<file path="config.mk">
export PLATFORM = sky130hd
export DESIGN_NAME = sadc_dev_flat
export DESIGN_NICKNAME = d
export VERILOG_FILES = /design/src/include/sadc_pkg.sv /design/src/include/sadc_link_if.sv /design/src/verilog/sadc_dev.sv /design/src/flat_wrapper.sv
export SDC_FILE = /design/constraint.sdc
export NUM_CORES = 1
export LEC_CHECK = 0
export BUFFER_PORTS_ARGS = -buffer_cell sky130_fd_sc_hd__buf_2
export CAP_MARGIN = 0
export CORE_UTILIZATION = 60
export CTS_BUF_LIST = sky130_fd_sc_hd__clkbuf_2 sky130_fd_sc_hd__clkbuf_4 sky130_fd_sc_hd__clkbuf_8
export CTS_CLUSTER_SIZE = 8
export DETAILED_ROUTE_END_ITERATION = 6
export MAX_ROUTING_LAYER = met4
export PLACE_DENSITY = 0.89
export SYNTH_ARGS = -nofsm -noshare
export SYNTH_HDL_FRONTEND = slang
export SYNTH_SLANG_ARGS = --single-unit
</file>
<file path="constraint.sdc">
create_clock -name LCLK -period 5.08 [get_ports LCLK]
set_input_delay 0 -clock LCLK [delete_from_list [all_inputs] [get_ports LCLK]]
set_output_delay 0 -clock LCLK [all_outputs]
set_load 0.01 [all_outputs]
</file>
<file path="src/include/sadc_pkg.sv">
// shared constants and types for the sampling converter link
`default_nettype none
package sadc_pkg;
	// word widths
	localparam int ADC_BITS  = 12;
	localparam int SER_BITS  = 16;
	localparam int BYTE_BITS = 8;
	localparam int HI_BITS   = ADC_BITS - BYTE_BITS;
	localparam int PAD_BITS  = SER_BITS - ADC_BITS;

	// serial bit timing, in link clock cycles per bit
	localparam int              PH_W    = 3;
	localparam logic [PH_W-1:0] PH_LOW  = 3'h4;
	localparam logic [PH_W-1:0] PH_LAST = 3'h7;
	localparam int               BIT_W    = 4;
	localparam logic [BIT_W-1:0] BIT_LAST = 4'hF;

	// format strap: word, bytes with gated clock, bytes with free clock
	typedef enum logic [1:0] {
		FMT_WORD       = 2'h0,
		FMT_BYTE_GATED = 2'h1,
		FMT_BYTE_CONT  = 2'h2
	} sadc_fmt_t;

	// device synchroniser layout and idle levels
	localparam int              DS_W   = 6;
	localparam int              DS_CST = 5;
	localparam int              DS_CS  = 4;
	localparam int              DS_RD  = 3;
	localparam int              DS_UBE = 2;
	localparam int              DS_FMT = 0;
	localparam logic [DS_W-1:0] DS_RST = 6'h38;

	// device states
	typedef enum logic [1:0] {
		D_IDLE = 2'h1,
		D_CONV = 2'h2
	} sadc_dst_t;

	// host timing, figures in ns, counts rounded up
	localparam int               MCLK_NS  = 40;
	localparam int               START_NS = 120;
	localparam int               READ_NS  = 400;
	localparam int               GAP_NS   = 200;
	localparam int               CNT_W    = 4;
	localparam logic [CNT_W-1:0] START_CYC =
		CNT_W'((START_NS + MCLK_NS - 1) / MCLK_NS);
	localparam logic [CNT_W-1:0] READ_CYC =
		CNT_W'((READ_NS + MCLK_NS - 1) / MCLK_NS);
	localparam logic [CNT_W-1:0] GAP_CYC =
		CNT_W'((GAP_NS + MCLK_NS - 1) / MCLK_NS);

	// host synchroniser layout: busy, clock, data, strobe, bus
	localparam int              HS_W    = ADC_BITS + 4;
	localparam int              HS_BUSY = 15;
	localparam int              HS_SCK  = 14;
	localparam int              HS_SDAT = 13;
	localparam int              HS_STRB = 12;
	localparam logic [HS_W-1:0] HS_RST  = 16'hF000;

	// host states
	typedef enum logic [5:0] {
		H_IDLE    = 6'h01,
		H_PULSE   = 6'h02,
		H_WAIT_LO = 6'h04,
		H_WAIT_HI = 6'h08,
		H_READ    = 6'h10,
		H_GAP     = 6'h20
	} sadc_hst_t;
endpackage
`default_nettype wire

</file>
<file path="src/include/sadc_link_if.sv">
// link between the converter end and the host end
`timescale 1ns/10ps
`default_nettype none
interface sadc_link_if;
	import sadc_pkg::*;
	// host driven lines
	logic                conv_start_n;
	logic                cs_n;
	logic                rd_n;
	logic                upper_byte_sel;
	sadc_fmt_t           fmt_sel;
	// converter driven lines
	logic [ADC_BITS-1:0] data_out;
	logic                data_oe;
	logic [ADC_BITS-1:0] data_bus;
	logic                busy_int_n;
	logic                serial_clk_oe;
	logic                serial_clk;
	logic                serial_out_line_oe;
	logic                serial_out_line;
	logic                serial_frame_strobe_oe;
	logic                serial_frame_strobe_n;

	// bus reads zero when released; open-drain lines pull up
	assign data_bus              = data_oe ? data_out : '0;
	assign serial_clk            = ~serial_clk_oe;
	assign serial_out_line       = ~serial_out_line_oe;
	assign serial_frame_strobe_n = ~serial_frame_strobe_oe;

	modport dev (
		input  conv_start_n, cs_n, rd_n, upper_byte_sel, fmt_sel,
		output data_out, data_oe, busy_int_n, serial_clk_oe,
		output serial_out_line_oe, serial_frame_strobe_oe
	);
	modport host (
		output conv_start_n, cs_n, rd_n, upper_byte_sel, fmt_sel,
		input  data_bus, busy_int_n, serial_clk, serial_out_line,
		input  serial_frame_strobe_n
	);
endinterface
`default_nettype wire

</file>
<file path="src/verilog/sadc_dev.sv">
// converter end: conversion timing, parallel, byte and serial output
`timescale 1ns/10ps
`default_nettype none
// Function
// - timer start converts, done flag at end
// - host may decode start from address
// - host never reads during conversion; here a select-mode read is held through it
// - byte bus: strap low, address drives byte
// - busy with select holds host waiting
// - only the first byte access waits
// - first byte low, then high byte
// - strap low gates serial clock, data
// - gated data valid at first falling edge
// - free clock, strobe frames the word
// - shift during conversion, receiver takes sixteen
// - receiver samples on falling clock edge
// - done flag low, cleared by read
// - busy low throughout select-started conversion
// - select start with start held low
module sadc_dev (
	// link clock and reset
	input  wire logic                          LCLK,
	input  wire logic                          RSTN,
	input  wire logic                          CLK_EN,
	// sample held at conversion start
	input  wire logic [sadc_pkg::ADC_BITS-1:0] SAMPLE,
	// local view of the converted word
	output var  logic [sadc_pkg::ADC_BITS-1:0] RESULT,
	output var  logic                          RESULT_VALID,
	output var  logic                          CONVERTING,
	// link to the host
	sadc_link_if.dev                           LINK
);
	import sadc_pkg::*;

	logic [DS_W-1:0]     sync1_q;
	logic [DS_W-1:0]     sync2_q;
	logic                cst_q;
	logic                acc_q;
	logic                cs_q;
	logic [PH_W-1:0]     ph_q;
	logic [BIT_W-1:0]    bit_q;
	sadc_dst_t           state_q;
	logic                pend_q;
	logic                mode2_q;
	logic [ADC_BITS-1:0] hold_q;
	logic [ADC_BITS-1:0] samp1_q;
	logic [ADC_BITS-1:0] samp2_q;
	logic [SER_BITS-1:0] shift_q;
	logic                cst_n;
	logic                cs_low;
	logic                acc;
	logic                ube;
	sadc_fmt_t           fmt;
	logic                idle;
	logic                conv;
	logic                start_m1;
	logic                start_m2;
	logic                enter;
	logic                bit_tick;
	logic                eoc;
	logic                acc_rise;

	// host lines and the sample come from another clock: two flops first;
	// the sample must stand still a few link cycles before a start is
	// seen, otherwise a word caught mid-change could be held
	always_ff @(posedge LCLK or negedge RSTN) begin
		if (!RSTN) begin
			sync1_q <= DS_RST;
			sync2_q <= DS_RST;
			samp1_q <= '0;
			samp2_q <= '0;
		end else if (CLK_EN) begin
			sync1_q <= {LINK.conv_start_n, LINK.cs_n, LINK.rd_n,
				LINK.upper_byte_sel, LINK.fmt_sel};
			sync2_q <= sync1_q;
			samp1_q <= SAMPLE;
			samp2_q <= samp1_q;
		end
	end

	// decoded link levels
	assign cst_n  = sync2_q[DS_CST];
	assign cs_low = ~sync2_q[DS_CS];
	assign acc    = cs_low & ~sync2_q[DS_RD];
	assign ube    = sync2_q[DS_UBE];
	assign fmt    = sadc_fmt_t'(sync2_q[DS_FMT +: 2]);
	assign idle   = (state_q == D_IDLE);
	assign conv   = (state_q == D_CONV);

	// edge history for start and access detection
	always_ff @(posedge LCLK or negedge RSTN) begin
		if (!RSTN) begin
			cst_q <= 1'b1;
			acc_q <= 1'b0;
			cs_q  <= 1'b0;
		end else if (CLK_EN) begin
			cst_q <= cst_n;
			acc_q <= acc;
			cs_q  <= cs_low;
		end
	end

	assign start_m1 = cst_n & ~cst_q;
	assign start_m2 = cs_low & ~cs_q & ~ube & ~cst_n;
	assign acc_rise = acc & ~acc_q;
	assign enter    = idle & pend_q & (ph_q == PH_LAST);
	assign bit_tick = conv & (ph_q == PH_LAST);
	assign eoc      = bit_tick & (bit_q == BIT_LAST);

	// free-running bit phase, so a free serial clock never stops
	always_ff @(posedge LCLK or negedge RSTN) begin
		if (!RSTN) begin
			ph_q <= '0;
		end else if (CLK_EN) begin
			ph_q <= ph_q + 3'h1;
		end
	end

	// start request waits for the next bit boundary
	always_ff @(posedge LCLK or negedge RSTN) begin
		if (!RSTN) begin
			pend_q  <= 1'b0;
			mode2_q <= 1'b0;
		end else if (CLK_EN) begin
			if (idle && (start_m1 || start_m2)) begin
				pend_q  <= 1'b1;
				mode2_q <= start_m2;
			end else if (enter) begin
				pend_q <= 1'b0;
			end
		end
	end

	// conversion sequencing, one serial bit per step
	always_ff @(posedge LCLK or negedge RSTN) begin
		if (!RSTN) begin
			state_q <= D_IDLE;
			bit_q   <= '0;
		end else if (CLK_EN) begin
			case (state_q)
				D_IDLE: begin
					if (enter) begin
						state_q <= D_CONV;
						bit_q   <= '0;
					end
				end
				D_CONV: begin
					if (eoc) begin
						state_q <= D_IDLE;
					end else if (bit_tick) begin
						bit_q <= bit_q + 4'h1;
					end
				end
				default: begin
					state_q <= D_IDLE;
				end
			endcase
		end
	end

	always_ff @(posedge LCLK or negedge RSTN) begin
		if (!RSTN) begin
			hold_q  <= '0;
			shift_q <= '0;
		end else if (CLK_EN) begin
			if (enter) begin
				hold_q  <= samp2_q;
				shift_q <= {{PAD_BITS{1'b0}}, samp2_q};
			end else if (bit_tick) begin
				shift_q <= {shift_q[SER_BITS-2:0], 1'b0};
			end
		end
	end

	// result appears only when the conversion ends
	always_ff @(posedge LCLK or negedge RSTN) begin
		if (!RSTN) begin
			RESULT       <= '0;
			RESULT_VALID <= 1'b0;
			CONVERTING   <= 1'b0;
		end else if (CLK_EN) begin
			RESULT_VALID <= eoc;
			CONVERTING   <= conv;
			if (eoc) begin
				RESULT <= hold_q;
			end
		end
	end

	// done flag or busy; end of conversion beats a clearing read
	always_ff @(posedge LCLK or negedge RSTN) begin
		if (!RSTN) begin
			LINK.busy_int_n <= 1'b1;
		end else if (CLK_EN) begin
			if (eoc) begin
				LINK.busy_int_n <= mode2_q;
			end else if (idle && start_m2) begin
				LINK.busy_int_n <= 1'b0;
			end else if (acc_rise && !mode2_q) begin
				LINK.busy_int_n <= 1'b1;
			end
		end
	end

	// parallel bus driven while select and read are low
	always_ff @(posedge LCLK or negedge RSTN) begin
		if (!RSTN) begin
			LINK.data_oe  <= 1'b0;
			LINK.data_out <= '0;
		end else if (CLK_EN) begin
			LINK.data_oe <= acc;
			if (fmt == FMT_WORD) begin
				LINK.data_out <= RESULT;
			end else if (ube) begin
				LINK.data_out <= {{BYTE_BITS{1'b0}},
					RESULT[ADC_BITS-1:BYTE_BITS]};
			end else begin
				// low byte read first, the access that waits on busy
				LINK.data_out <= {{HI_BITS{1'b0}},
					RESULT[BYTE_BITS-1:0]};
			end
		end
	end

	// serial lines: data moves as the clock rises, stable at the fall
	always_ff @(posedge LCLK or negedge RSTN) begin
		if (!RSTN) begin
			LINK.serial_clk_oe          <= 1'b0;
			LINK.serial_out_line_oe     <= 1'b0;
			LINK.serial_frame_strobe_oe <= 1'b0;
		end else if (CLK_EN) begin
			LINK.serial_clk_oe <= (fmt != FMT_WORD)
				& (conv | (fmt == FMT_BYTE_CONT))
				& (ph_q >= PH_LOW);
			// first bit set before first fall
			LINK.serial_out_line_oe <= (fmt != FMT_WORD)
				& conv & ~shift_q[SER_BITS-1];
			LINK.serial_frame_strobe_oe <= conv
				& (fmt == FMT_BYTE_CONT);
		end
	end
endmodule // sadc_dev
`default_nettype wire

</file>
<file path="src/flat_wrapper.sv">
// flat-port wrapper written by rule: the top's interface ports become plain ports
module sadc_dev_flat import sadc_pkg::*;
  (LCLK, RSTN, CLK_EN, SAMPLE, RESULT, RESULT_VALID, CONVERTING, LINK_conv_start_n, LINK_cs_n, LINK_rd_n, LINK_upper_byte_sel, LINK_fmt_sel, LINK_data_out, LINK_data_oe, LINK_busy_int_n, LINK_serial_clk_oe, LINK_serial_out_line_oe, LINK_serial_frame_strobe_oe);
  sadc_link_if LINK_i ();
  input  wire logic LCLK;
  input  wire logic RSTN;
  input  wire logic CLK_EN;
  input  wire logic [sadc_pkg::ADC_BITS-1:0] SAMPLE;
  output var  logic [sadc_pkg::ADC_BITS-1:0] RESULT;
  output var  logic RESULT_VALID;
  output var  logic CONVERTING;
  input wire logic [$bits(LINK_i.conv_start_n)-1:0] LINK_conv_start_n;
  input wire logic [$bits(LINK_i.cs_n)-1:0] LINK_cs_n;
  input wire logic [$bits(LINK_i.rd_n)-1:0] LINK_rd_n;
  input wire logic [$bits(LINK_i.upper_byte_sel)-1:0] LINK_upper_byte_sel;
  input wire logic [$bits(LINK_i.fmt_sel)-1:0] LINK_fmt_sel;
  output wire logic [$bits(LINK_i.data_out)-1:0] LINK_data_out;
  output wire logic [$bits(LINK_i.data_oe)-1:0] LINK_data_oe;
  output wire logic [$bits(LINK_i.busy_int_n)-1:0] LINK_busy_int_n;
  output wire logic [$bits(LINK_i.serial_clk_oe)-1:0] LINK_serial_clk_oe;
  output wire logic [$bits(LINK_i.serial_out_line_oe)-1:0] LINK_serial_out_line_oe;
  output wire logic [$bits(LINK_i.serial_frame_strobe_oe)-1:0] LINK_serial_frame_strobe_oe;
  assign LINK_i.conv_start_n = LINK_conv_start_n;
  assign LINK_i.cs_n = LINK_cs_n;
  assign LINK_i.rd_n = LINK_rd_n;
  assign LINK_i.upper_byte_sel = LINK_upper_byte_sel;
  assign LINK_i.fmt_sel = LINK_fmt_sel;
  assign LINK_data_out = LINK_i.data_out;
  assign LINK_data_oe = LINK_i.data_oe;
  assign LINK_busy_int_n = LINK_i.busy_int_n;
  assign LINK_serial_clk_oe = LINK_i.serial_clk_oe;
  assign LINK_serial_out_line_oe = LINK_i.serial_out_line_oe;
  assign LINK_serial_frame_strobe_oe = LINK_i.serial_frame_strobe_oe;
  sadc_dev u_core (.LCLK(LCLK), .RSTN(RSTN), .CLK_EN(CLK_EN), .SAMPLE(SAMPLE), .RESULT(RESULT), .RESULT_VALID(RESULT_VALID), .CONVERTING(CONVERTING), .LINK(LINK_i));
endmodule
</file>
* Word-level counts from Yosys, hierarchy flattened
Cells that the tools add are included.
Widths: inputs -> output; s select.
** Word-level totals
- Bits in registers :: 108
- Latch bits :: 0
- Memories :: 0
- Logic and storage cells :: 93
- Input port bits :: 21
- ROM bits :: 0
- Output and inout bits :: 31
- Memory bits (writable) :: 0
** Operators by class
- Multiplexer cells :: 16
- Reductions and logical operators :: 19
- Equality and inequality tests :: 9
- Order comparisons :: 1
- Divide/modulo/power cells :: 0
- Multiply operators :: 0
- Shift-type cells :: 0
- Add/subtract/negate cells :: 2
- Bitwise logic cells :: 24
** Operator list (count)
- $mux 16 :: 2
- $and 1x1->1 :: 15
- $mux 12 :: 1
- $mux 4 :: 3
- $reduce_and 2->1 :: 6
- $mux 8 :: 1
- $ne 2x2->1 const B :: 4
- $not 1->1 :: 8
- $pmux 4 s2 :: 1
- $reduce_bool 2->1 :: 4
- $mux 1 :: 5
- $reduce_and 5->1 :: 1
- $add 4x1->4 const B :: 1
- $eq 2x2->1 const B :: 2
- $eq 4x4->1 const B :: 1
- $mux 2 :: 2
- $pmux 2 s2 :: 1
- $add 3x1->3 const B :: 1
- $eq 3x3->1 const B :: 1
- $ge 3x3->1 const B :: 1
- $logic_and 1x1->1 :: 3
- $reduce_and 3->1 :: 1
- $reduce_bool 3->1 :: 1
- $eq 2x1->1 const B :: 1
- 4 further kinds :: 4

* Longest topological paths before layout
Gate-level depths: netlist of run 1.
- Depth after elaboration :: 8
- Depth in mapped cells :: 7
- Gate-level depth less buffers :: 6

* Least setup slack after synthesis of run 1
Ideal clock, no wire load.
- Path type :: register to register
- Start point :: register u_core.ph_q[0]
- End point :: register u_core.RESULT[10] (netlist bit)
- Path slack :: 3.349 ns
- Arrival time :: 1.603 ns
- Required time :: 4.953 ns
- Path buffers :: 1
- Period minus slack after synthesis :: 1.731 ns
- Setup time :: 0.127 ns
- Cell stages (with the launch flop) :: 7
- Path through :: dfrtp_1 -> ha_1 -> ha_1 -> nand4b_4 -> nor2_4 -> buf_6 -> mux2_1
** Between the ends
- Word-level cells in the longest chain between the ends :: 4
** Ends and longest elaborated chain
- from (decl) :: line sadc_dev.sv:41 : logic [PH_W-1:0] ph_q;
- from (signal assigned) :: line sadc_dev.sv:116 : ph_q <= ph_q + 3'h1;
- $eq 3x3->1 :: line sadc_dev.sv:108 : assign bit_tick = conv & (ph_q == PH_LAST);
- $and 1x1->1 :: line sadc_dev.sv:108
- $and 1x1->1 :: line sadc_dev.sv:109 : assign eoc = bit_tick & (bit_q == BIT_LAST);
- $reduce_and 2->1 (no line)
- to (signal assigned) :: line sadc_dev.sv:186 : RESULT <= hold_q;
- to (decl) :: line sadc_dev.sv:28 : output var logic [sadc_pkg::ADC_BITS-1:0] RESULT,
No other way between the ends.
A chain may end at the register's enable or synchronous reset.

* Final worst setup path of run 1
- Start point :: register u_core.ph_q[0]
- End point :: register u_core.bit_q[2]
** Between the ends
- Word-level cells in the longest chain between the ends :: 5
- Elaborated cells between the ends (all ways) :: 8
- Classes of those cells :: eq/ne: 4; bitwise: 3; reduce/logical: 1
** Ends and longest elaborated chain
- $eq 3x3->1 (*) :: line sadc_dev.sv:107, sadc_dev.sv:108
- $and 1x1->1 :: line sadc_dev.sv:108
- $and 1x1->1 :: line sadc_dev.sv:109
- $ne 2x2->1 (no line)
- $reduce_and 5->1 (no line) (*)
- to (signal assigned) :: line sadc_dev.sv:152 : bit_q <= bit_q + 4'h1;
- to (decl) :: line sadc_dev.sv:42 : logic [BIT_W-1:0] bit_q;
Every way passes the cells marked *; elsewhere a longest branch is shown, timed or not.

==> flow_metrics.env, run 1 <==
export IMPL_avgSynthCellArea_um2=13.09
export IMPL_slowest_stage="o21ai_2"
export IMPL_relSlewSlack_pct=41.25
export IMPL_core_area_um2=6944
export IMPL_portBuffers=51
export IMPL_drt_iter0_markers=224
export IMPL_critical_path_top_delay_family="compound AO/OA/AOI/OAI gates"
export IMPL_vias=2771
export IMPL_die_area_um2=7674
export IMPL_vias_per_cell=5.465
export IMPL_yosysWarnings=0
export IMPL_cp_slowest_stage_delay_ns=0.72
export IMPL_ys_seq_area_share_pct=61.72
export IMPL_ys_flop_type="dfrtp_1"
export IMPL_path_common_cell="ha_1"
export IMPL_yosys_register_bits=108
export IMPL_grt_start_max_net_pins=58
export IMPL_fin_skew_ns=0.01241
export IMPL_antenna_found_initial=0
export IMPL_dp_hpwl_um=5150
export IMPL_worstSetupPathType="reg2reg"
export IMPL_tightestPinTransition_ns=0.8812
export IMPL_hold_class="in2async"
export IMPL_setup_viol_count_final=0
export IMPL_yosysMostFrequentCell="dfrtp_1"
export IMPL_drive_above_1_share_pct=35.04
export IMPL_clk_pin_slew_worst_paths_ns=0.10
export IMPL_yosysUniqueCellTypes=39
export IMPL_dr_pass1_iters=5
export IMPL_final_util_pct=73.32
export IMPL_die_y_um=87.60
export IMPL_fin_setup_tns_ns=0
export IMPL_critPathBufInv=0
export IMPL_routed_wl_um=7861
export IMPL_cts_root_buffer="clkbuf_8"
export IMPL_timing_final_crit_period_ns=2.264
export IMPL_yosys_area_top_type="dfrtp_1"
export IMPL_fin_crit_sh_pct=44.57
export IMPL_fp_dieW_um=87.60
export IMPL_syn_cell_area_um2=4397
export IMPL_place_gp_congestion=0.8551
export IMPL_fin_nets=430
export IMPL_hold_violations=0
export IMPL_p_per_area_nw_per_um2=405.6
export IMPL_drt_wirelength_per_cell_um=15.50
export IMPL_synth_top_area_share_pct=56.35
export IMPL_worstPathMaxFanout=25
export IMPL_clock_sinks=108
export IMPL_rsz0062_at_grt="false"
export IMPL_htree_levels=3
export IMPL_synthTopCellsByArea="dfrtp_1, mux2_2, dfstp_2"
export IMPL_fmax_ghz=0.4417
export IMPL_cts_buffers_inserted=9
export IMPL_drv_cap=0
export IMPL_required_ns=5.34
export IMPL_worstPathCellList="ha_1 > ha_1 > nand2_1 > o21ai_2 > o21ai_0 > a22o_1"
export IMPL_grt_overflow=0
export IMPL_slew_viol_final=0
export IMPL_synth_cells=336
export IMPL_synth_edf_count=0
export IMPL_synth_common_cells="dfrtp_1, mux2_2, nor2_1, o21ai_0, a21oi_1"
export IMPL_ant_nets=0
export IMPL_start_util_pct=63.32
export IMPL_cts_tree="done"
export IMPL_irDropWorstVdd_uv=208.7
export IMPL_synth_async_reset_ratio_pct=100.0
export IMPL_syn_nets=360
export IMPL_postCtsSetupRepairBufs=0
export IMPL_critPathArrivalTime_ns=2.52
export IMPL_rows=30
export IMPL_io_pins=52
export IMPL_p_leak_nw=2.440
export IMPL_endpoint_kind="flop"
export IMPL_crit_path_start_kind="flop"
export IMPL_globalRouteTotalUtil_pct=23.90
export IMPL_clk_insertion_delay_late_ns=0.37
export IMPL_n_antenna_cell=0
export IMPL_first_global_vias=2766
export IMPL_status="complete, no violations"
export IMPL_area_delta_synth_final_pct=15.79
export IMPL_clk_path_buf_depth=2
export IMPL_drc=0
export IMPL_grt_pass1_wl_um=13250
[layer usage]
layer	vias up	track usage [%]	routed length, um
li1	1318	-	-
met1	1360	31.40	3592
met2	82	36.58	3795
met3	11	4.713	328
met4	0	10.28	145
met5	-	-	0
[power breakdown]
group	switching (mW)	internal [mW]	total, mW
sequential	0.125	1.04	1.17
combinational	0.197	0.220	0.417
clock	0.283	0.199	0.481
total	0.605	1.46	2.06
[cell usage in the layout, fill, tap and decap left out, types with 3 or more instances in the layout]
| cell | synthesis | routed |
|---|---|---|
| buf_2 | 9 | 50 |
| buf_4 | 1 | 4 |
| dlygate4sd3_1 | 0 | 19 |
| a21oi_1 | 19 | 19 |
| nor2_1 | 22 | 22 |
| dfrtp_1 | 99 | 99 |
| ha_1 | 3 | 3 |
| dfstp_2 | 9 | 9 |
| mux2_1 | 6 | 6 |
| nand3_1 | 12 | 12 |
| mux2_2 | 59 | 59 |
| nand2_1 | 17 | 17 |
| clkbuf_4 | 0 | 3 |
| clkbuf_8 | 0 | 9 |
| mux2i_1 | 15 | 15 |
| o21ai_0 | 22 | 22 |
| inv_1 | 12 | 12 |
| a22o_1 | 3 | 3 |
[worst paths after layout]
kind,from,to,slack (ns),depth (start not counted)
max,u_core.ph_q[0]$_DFFE_PN0P_,u_core.bit_q[2]$_DFFE_PN0P_,2.82,6
min,RSTN,u_core.cs_q$_DFFE_PN0P_,0.18,2
max reg2reg,u_core.ph_q[0]$_DFFE_PN0P_,u_core.bit_q[2]$_DFFE_PN0P_,2.82,6
min reg2reg,u_core.shift_q[15]$_DFFE_PN0P_,u_core.LINK.serial_out_line_oe$_DFFE_PN0P_,0.49,1
max in group asynchronous,RSTN,u_core.shift_q[6]$_DFFE_PN0P_,3.76,3
min in group LCLK,CLK_EN,u_core.state_q[0]$_DFFE_PN1P_,0.22,3
[state kept, by name, indices dropped and copies added (netlist names), 2 cells and up]
signal,count
u_core.LINK.data_out,12
u_core.RESULT,12
u_core.bit_q,4
u_core.hold_q,12
u_core.ph_q,3
u_core.samp1_q,12
u_core.samp2_q,12
u_core.shift_q,16
u_core.state_q,2
u_core.sync1_q,6
u_core.sync2_q,6
[per-stage QoR]
stage | hold slack (ns) | cells | instance area [um2] | worst slack [ns] | total power [mW]
after floorplan | -0.2956 | 336 | 4397 | 3.349 | 1.458
after CTS | 0.1967 | 507 | 5091 | 2.835 | 2.074
after global routing | 0.2371 | 507 | 5091 | 2.599 | 2.180
final | 0.1827 | 507 | 5091 | 2.816 | 2.065
after global placement | 0.05335 | 472 | 4722 | 2.851 | 1.546
after detailed placement | 0.05617 | 472 | 4722 | 2.782 | 1.583
[cell families (layout without fill, tap and decap cells)]
family,count (synthesis),in the layout,synth area share (%)
multiplexers,80,80,20.06
buffers and inverters,27,102,2.817
AO/OA/AOI/OAI,54,54,6.972
XOR/XNOR,1,1,0.1992
adder cells (fa/ha/maj),3,3,0.8538
AND/OR/NAND/NOR,63,63,7.371
flip-flops,108,108,61.72
[layout make-up]
type | count | area, um2
flip-flops and latches | 108 | 2714
fillers | 457 | 1853
multi-input cells | 201 | 1559
repair buffers | 73 | 470.5
clock buffers | 12 | 146.4
well taps | 96 | 120.1
inverters | 13 | 48.80
clock inverters | 4 | 32.53
[repair_timing]
action,4_1_cts,5_1_grt
endpoints found under the hold margin,60,0
hold buffers,19,0
endpoints found under the setup margin,0,0
gates resized for setup,0,0
Note: power is estimated with default switching activity, not from simulation.
==> run 2: changes to the inputs <==
CORE_UTILIZATION = 54   (was 60)
PLACE_DENSITY = 0.85   (was 0.89)
clock period = 1.9 ns   (was 5.08 ns; I/O delays follow)
==> run 2 against run 1 <==
Via count rose by 3.0%. Critical endpoint is now u_core.bit_q[3]$_DFFE_PN0P_. Highest routed layer unchanged. Routed wire length rose by 4.0%. Die area rose by 11%. Final cell count rose by 3.0%. Critical path depth rose by 1. Sequential share of layout area fell by 1.4 points. Global-route usage fell by 2.9 points. Clock power rose to 2.7 times the previous value. First-iteration DRC count fell by 25%. Non-clock buffer count rose by 10. Combinational power rose to 2.8 times the previous value. Core utilization fell by 6.4 points.
==> flow_metrics.env, run 2 (same netlist as run 1, synthesis figures left out) <==
export IMPL_vias_per_cell=5.466
export IMPL_ant_nets=0
export IMPL_fin_crit_sh_pct=91.71
export IMPL_hold_violations=0
export IMPL_globalRouteTotalUtil_pct=21.02
export IMPL_fin_skew_ns=0.01442
export IMPL_mostFrequentLayoutCell="dfrtp_1"
export IMPL_dp_hpwl_um=5658
export IMPL_n_antenna_cell=0
export IMPL_fmax_ghz=0.5739
export IMPL_place_gp_congestion=0.8102
export IMPL_portBuffers=51
export IMPL_die_y_um=92.24
export IMPL_clock_sinks=108
export IMPL_grt_overflow=0
export IMPL_rsz0062_at_grt="false"
export IMPL_routed_wl_um=8178
export IMPL_fillCellCount=564
export IMPL_vias=2853
export IMPL_clk_pin_slew_worst_paths_ns=0.11
export IMPL_largest_register="u_core.shift_q"
export IMPL_worstSetupPathType="reg2reg"
export IMPL_place_ws_ns=0.04791
export IMPL_drive_above_1_share_pct=36.43
export IMPL_final_cell_mix="dfrtp_1, mux2_2, buf_2, o21ai_0, nor2_1"
export IMPL_fin_nets=440
export IMPL_cts_root_buffer="clkbuf_8"
export IMPL_start_util_pct=56.31
export IMPL_p_leak_nw=2.500
export IMPL_slew_viol_final=0
export IMPL_die_area_um2=8507
export IMPL_area_delta_synth_final_pct=18.87
export IMPL_fin_setup_tns_ns=0
export IMPL_grt_start_max_net_pins=46
export IMPL_clk_insertion_delay_late_ns=0.37
export IMPL_cts_tree="done"
export IMPL_timing_final_crit_period_ns=1.742
export IMPL_hold_class="in2async"
export IMPL_cts_buffers_inserted=9
export IMPL_drc=0
export IMPL_r2r_end="u_core.bit_q[3]$_DFFE_PN0P_"
export IMPL_largest_reg_flops=16
export IMPL_final_util_pct=66.94
export IMPL_fp_dieW_um=92.24
export IMPL_required_ns=2.16
export IMPL_drv_cap=0
export IMPL_r2r_slack_ns=0.16
export IMPL_core_area_um2=7807
export IMPL_tightestPinTransition_ns=0.6195
export IMPL_clk_path_buf_depth=2
export IMPL_drt_wirelength_per_cell_um=15.67
export IMPL_power_mw=5.584
export IMPL_worstPathMaxFanout=8
export IMPL_crit_path_start_kind="flop"
export IMPL_dr_pass1_iters=4
export IMPL_irDropWorstVdd_uv=457.1
export IMPL_critPathArrivalTime_ns=2.00
export IMPL_regToRegStartpoint="u_core.ph_q[0]$_DFFE_PN0P_"
export IMPL_worst_r2r_cell_count=7
export IMPL_htree_levels=3
export IMPL_antenna_found_initial=0
export IMPL_setup_slack_ns=0.1575
export IMPL_first_global_vias=2758
export IMPL_p_per_area_nw_per_um2=1068
export IMPL_status="complete, no violations"
export IMPL_rows=32
export IMPL_setup_viol_count_final=0
export IMPL_endpoint_kind="flop"
export IMPL_io_pins=52
export IMPL_drt_iter0_markers=169
export IMPL_relSlewSlack_pct=58.32
export IMPL_grt_pass1_wl_um=13470
==> run 2: changes by cell type in the layout (fill, tap and decap cells not counted), sizes merged <==
| cell | previous run | this run |
|---|---|---|
| buf | 54 | 63 |
| clkbuf | 12 | 9 |
| clkinv | 0 | 3 |
| clkinvlp | 2 | 1 |
| dlygate4sd3 | 19 | 20 |
==> run 2: repair_timing <==
item	CTS	global route
hold endpoints to repair	53	0
resized for setup	0	2
endpoints found under the setup margin	0	25
hold buffers	20	0
setup buffers	0	2
==> run 2: per-layer routing <==
metal	share of wire (%)	global-route usage [%]	vias to the layer above
met3	3.6	4.478	18
li1	-	-	1338
met2	48	32.46	75
met5	0	-	-
met4	2.2	7.161	0
met1	46	27.91	1422
==> run 2: final cells by class <==
cell class | count | area, um2 | share of cell area (%)
clock buffers | 9 | 123.9 | 2.370
clock inverters | 6 | 61.31 | 1.173
inverters | 13 | 48.80 | 0.9337
multi-input cells | 201 | 1562 | 29.88
flip-flops and latches | 108 | 2714 | 51.93
well taps | 102 | 127.6 | 2.442
repair buffers | 83 | 589.3 | 11.28
==> run 2: through the flow <==
step	hold WS (ns)	cells	area [um2]
final	0.1636	522	5226
after global routing	0.2032	522	5226
after CTS	0.1701	520	5192
after detailed placement	0.03880	485	4807
after global placement	0.03096	485	4807
after floorplan	-0.2956	336	4397
==> run 2: worst max-delay path by stage <==
| stage | from | to | depth (start not counted) |
|---|---|---|---|
| finish | u_core.ph_q[0]$_DFFE_PN0P_ | u_core.bit_q[3]$_DFFE_PN0P_ | 7 |
| CTS | u_core.ph_q[0]$_DFFE_PN0P_ | u_core.RESULT[3]$_DFFE_PN0P_ | 5 |
| global route | u_core.ph_q[0]$_DFFE_PN0P_ | u_core.bit_q[0]$_DFFE_PN0P_ | 7 |
| floorplan | u_core.ph_q[0]$_DFFE_PN0P_ | u_core.RESULT[10]$_DFFE_PN0P_ | 6 |
| global placement | u_core.ph_q[0]$_DFFE_PN0P_ | u_core.RESULT[5]$_DFFE_PN0P_ | 5 |
| detailed placement | u_core.ph_q[0]$_DFFE_PN0P_ | u_core.RESULT[3]$_DFFE_PN0P_ | 5 |
==> run 2: critical path, stage by stage, from the launching register on <==
cell	delay, ns
dfrtp_1	0.38
ha_1	0.16
ha_2	0.25
nand4b_4	0.13
buf_4	0.19
o21ai_2	0.11
nand2_1	0.09
a211o_1	0.31
==> run 2: where the power goes <==
group	switching, mW	internal, mW	total [mW]
sequential	0.333	2.78	3.11
clock	0.803	0.499	1.30
combinational	0.539	0.628	1.17
total	1.67	3.91	5.58
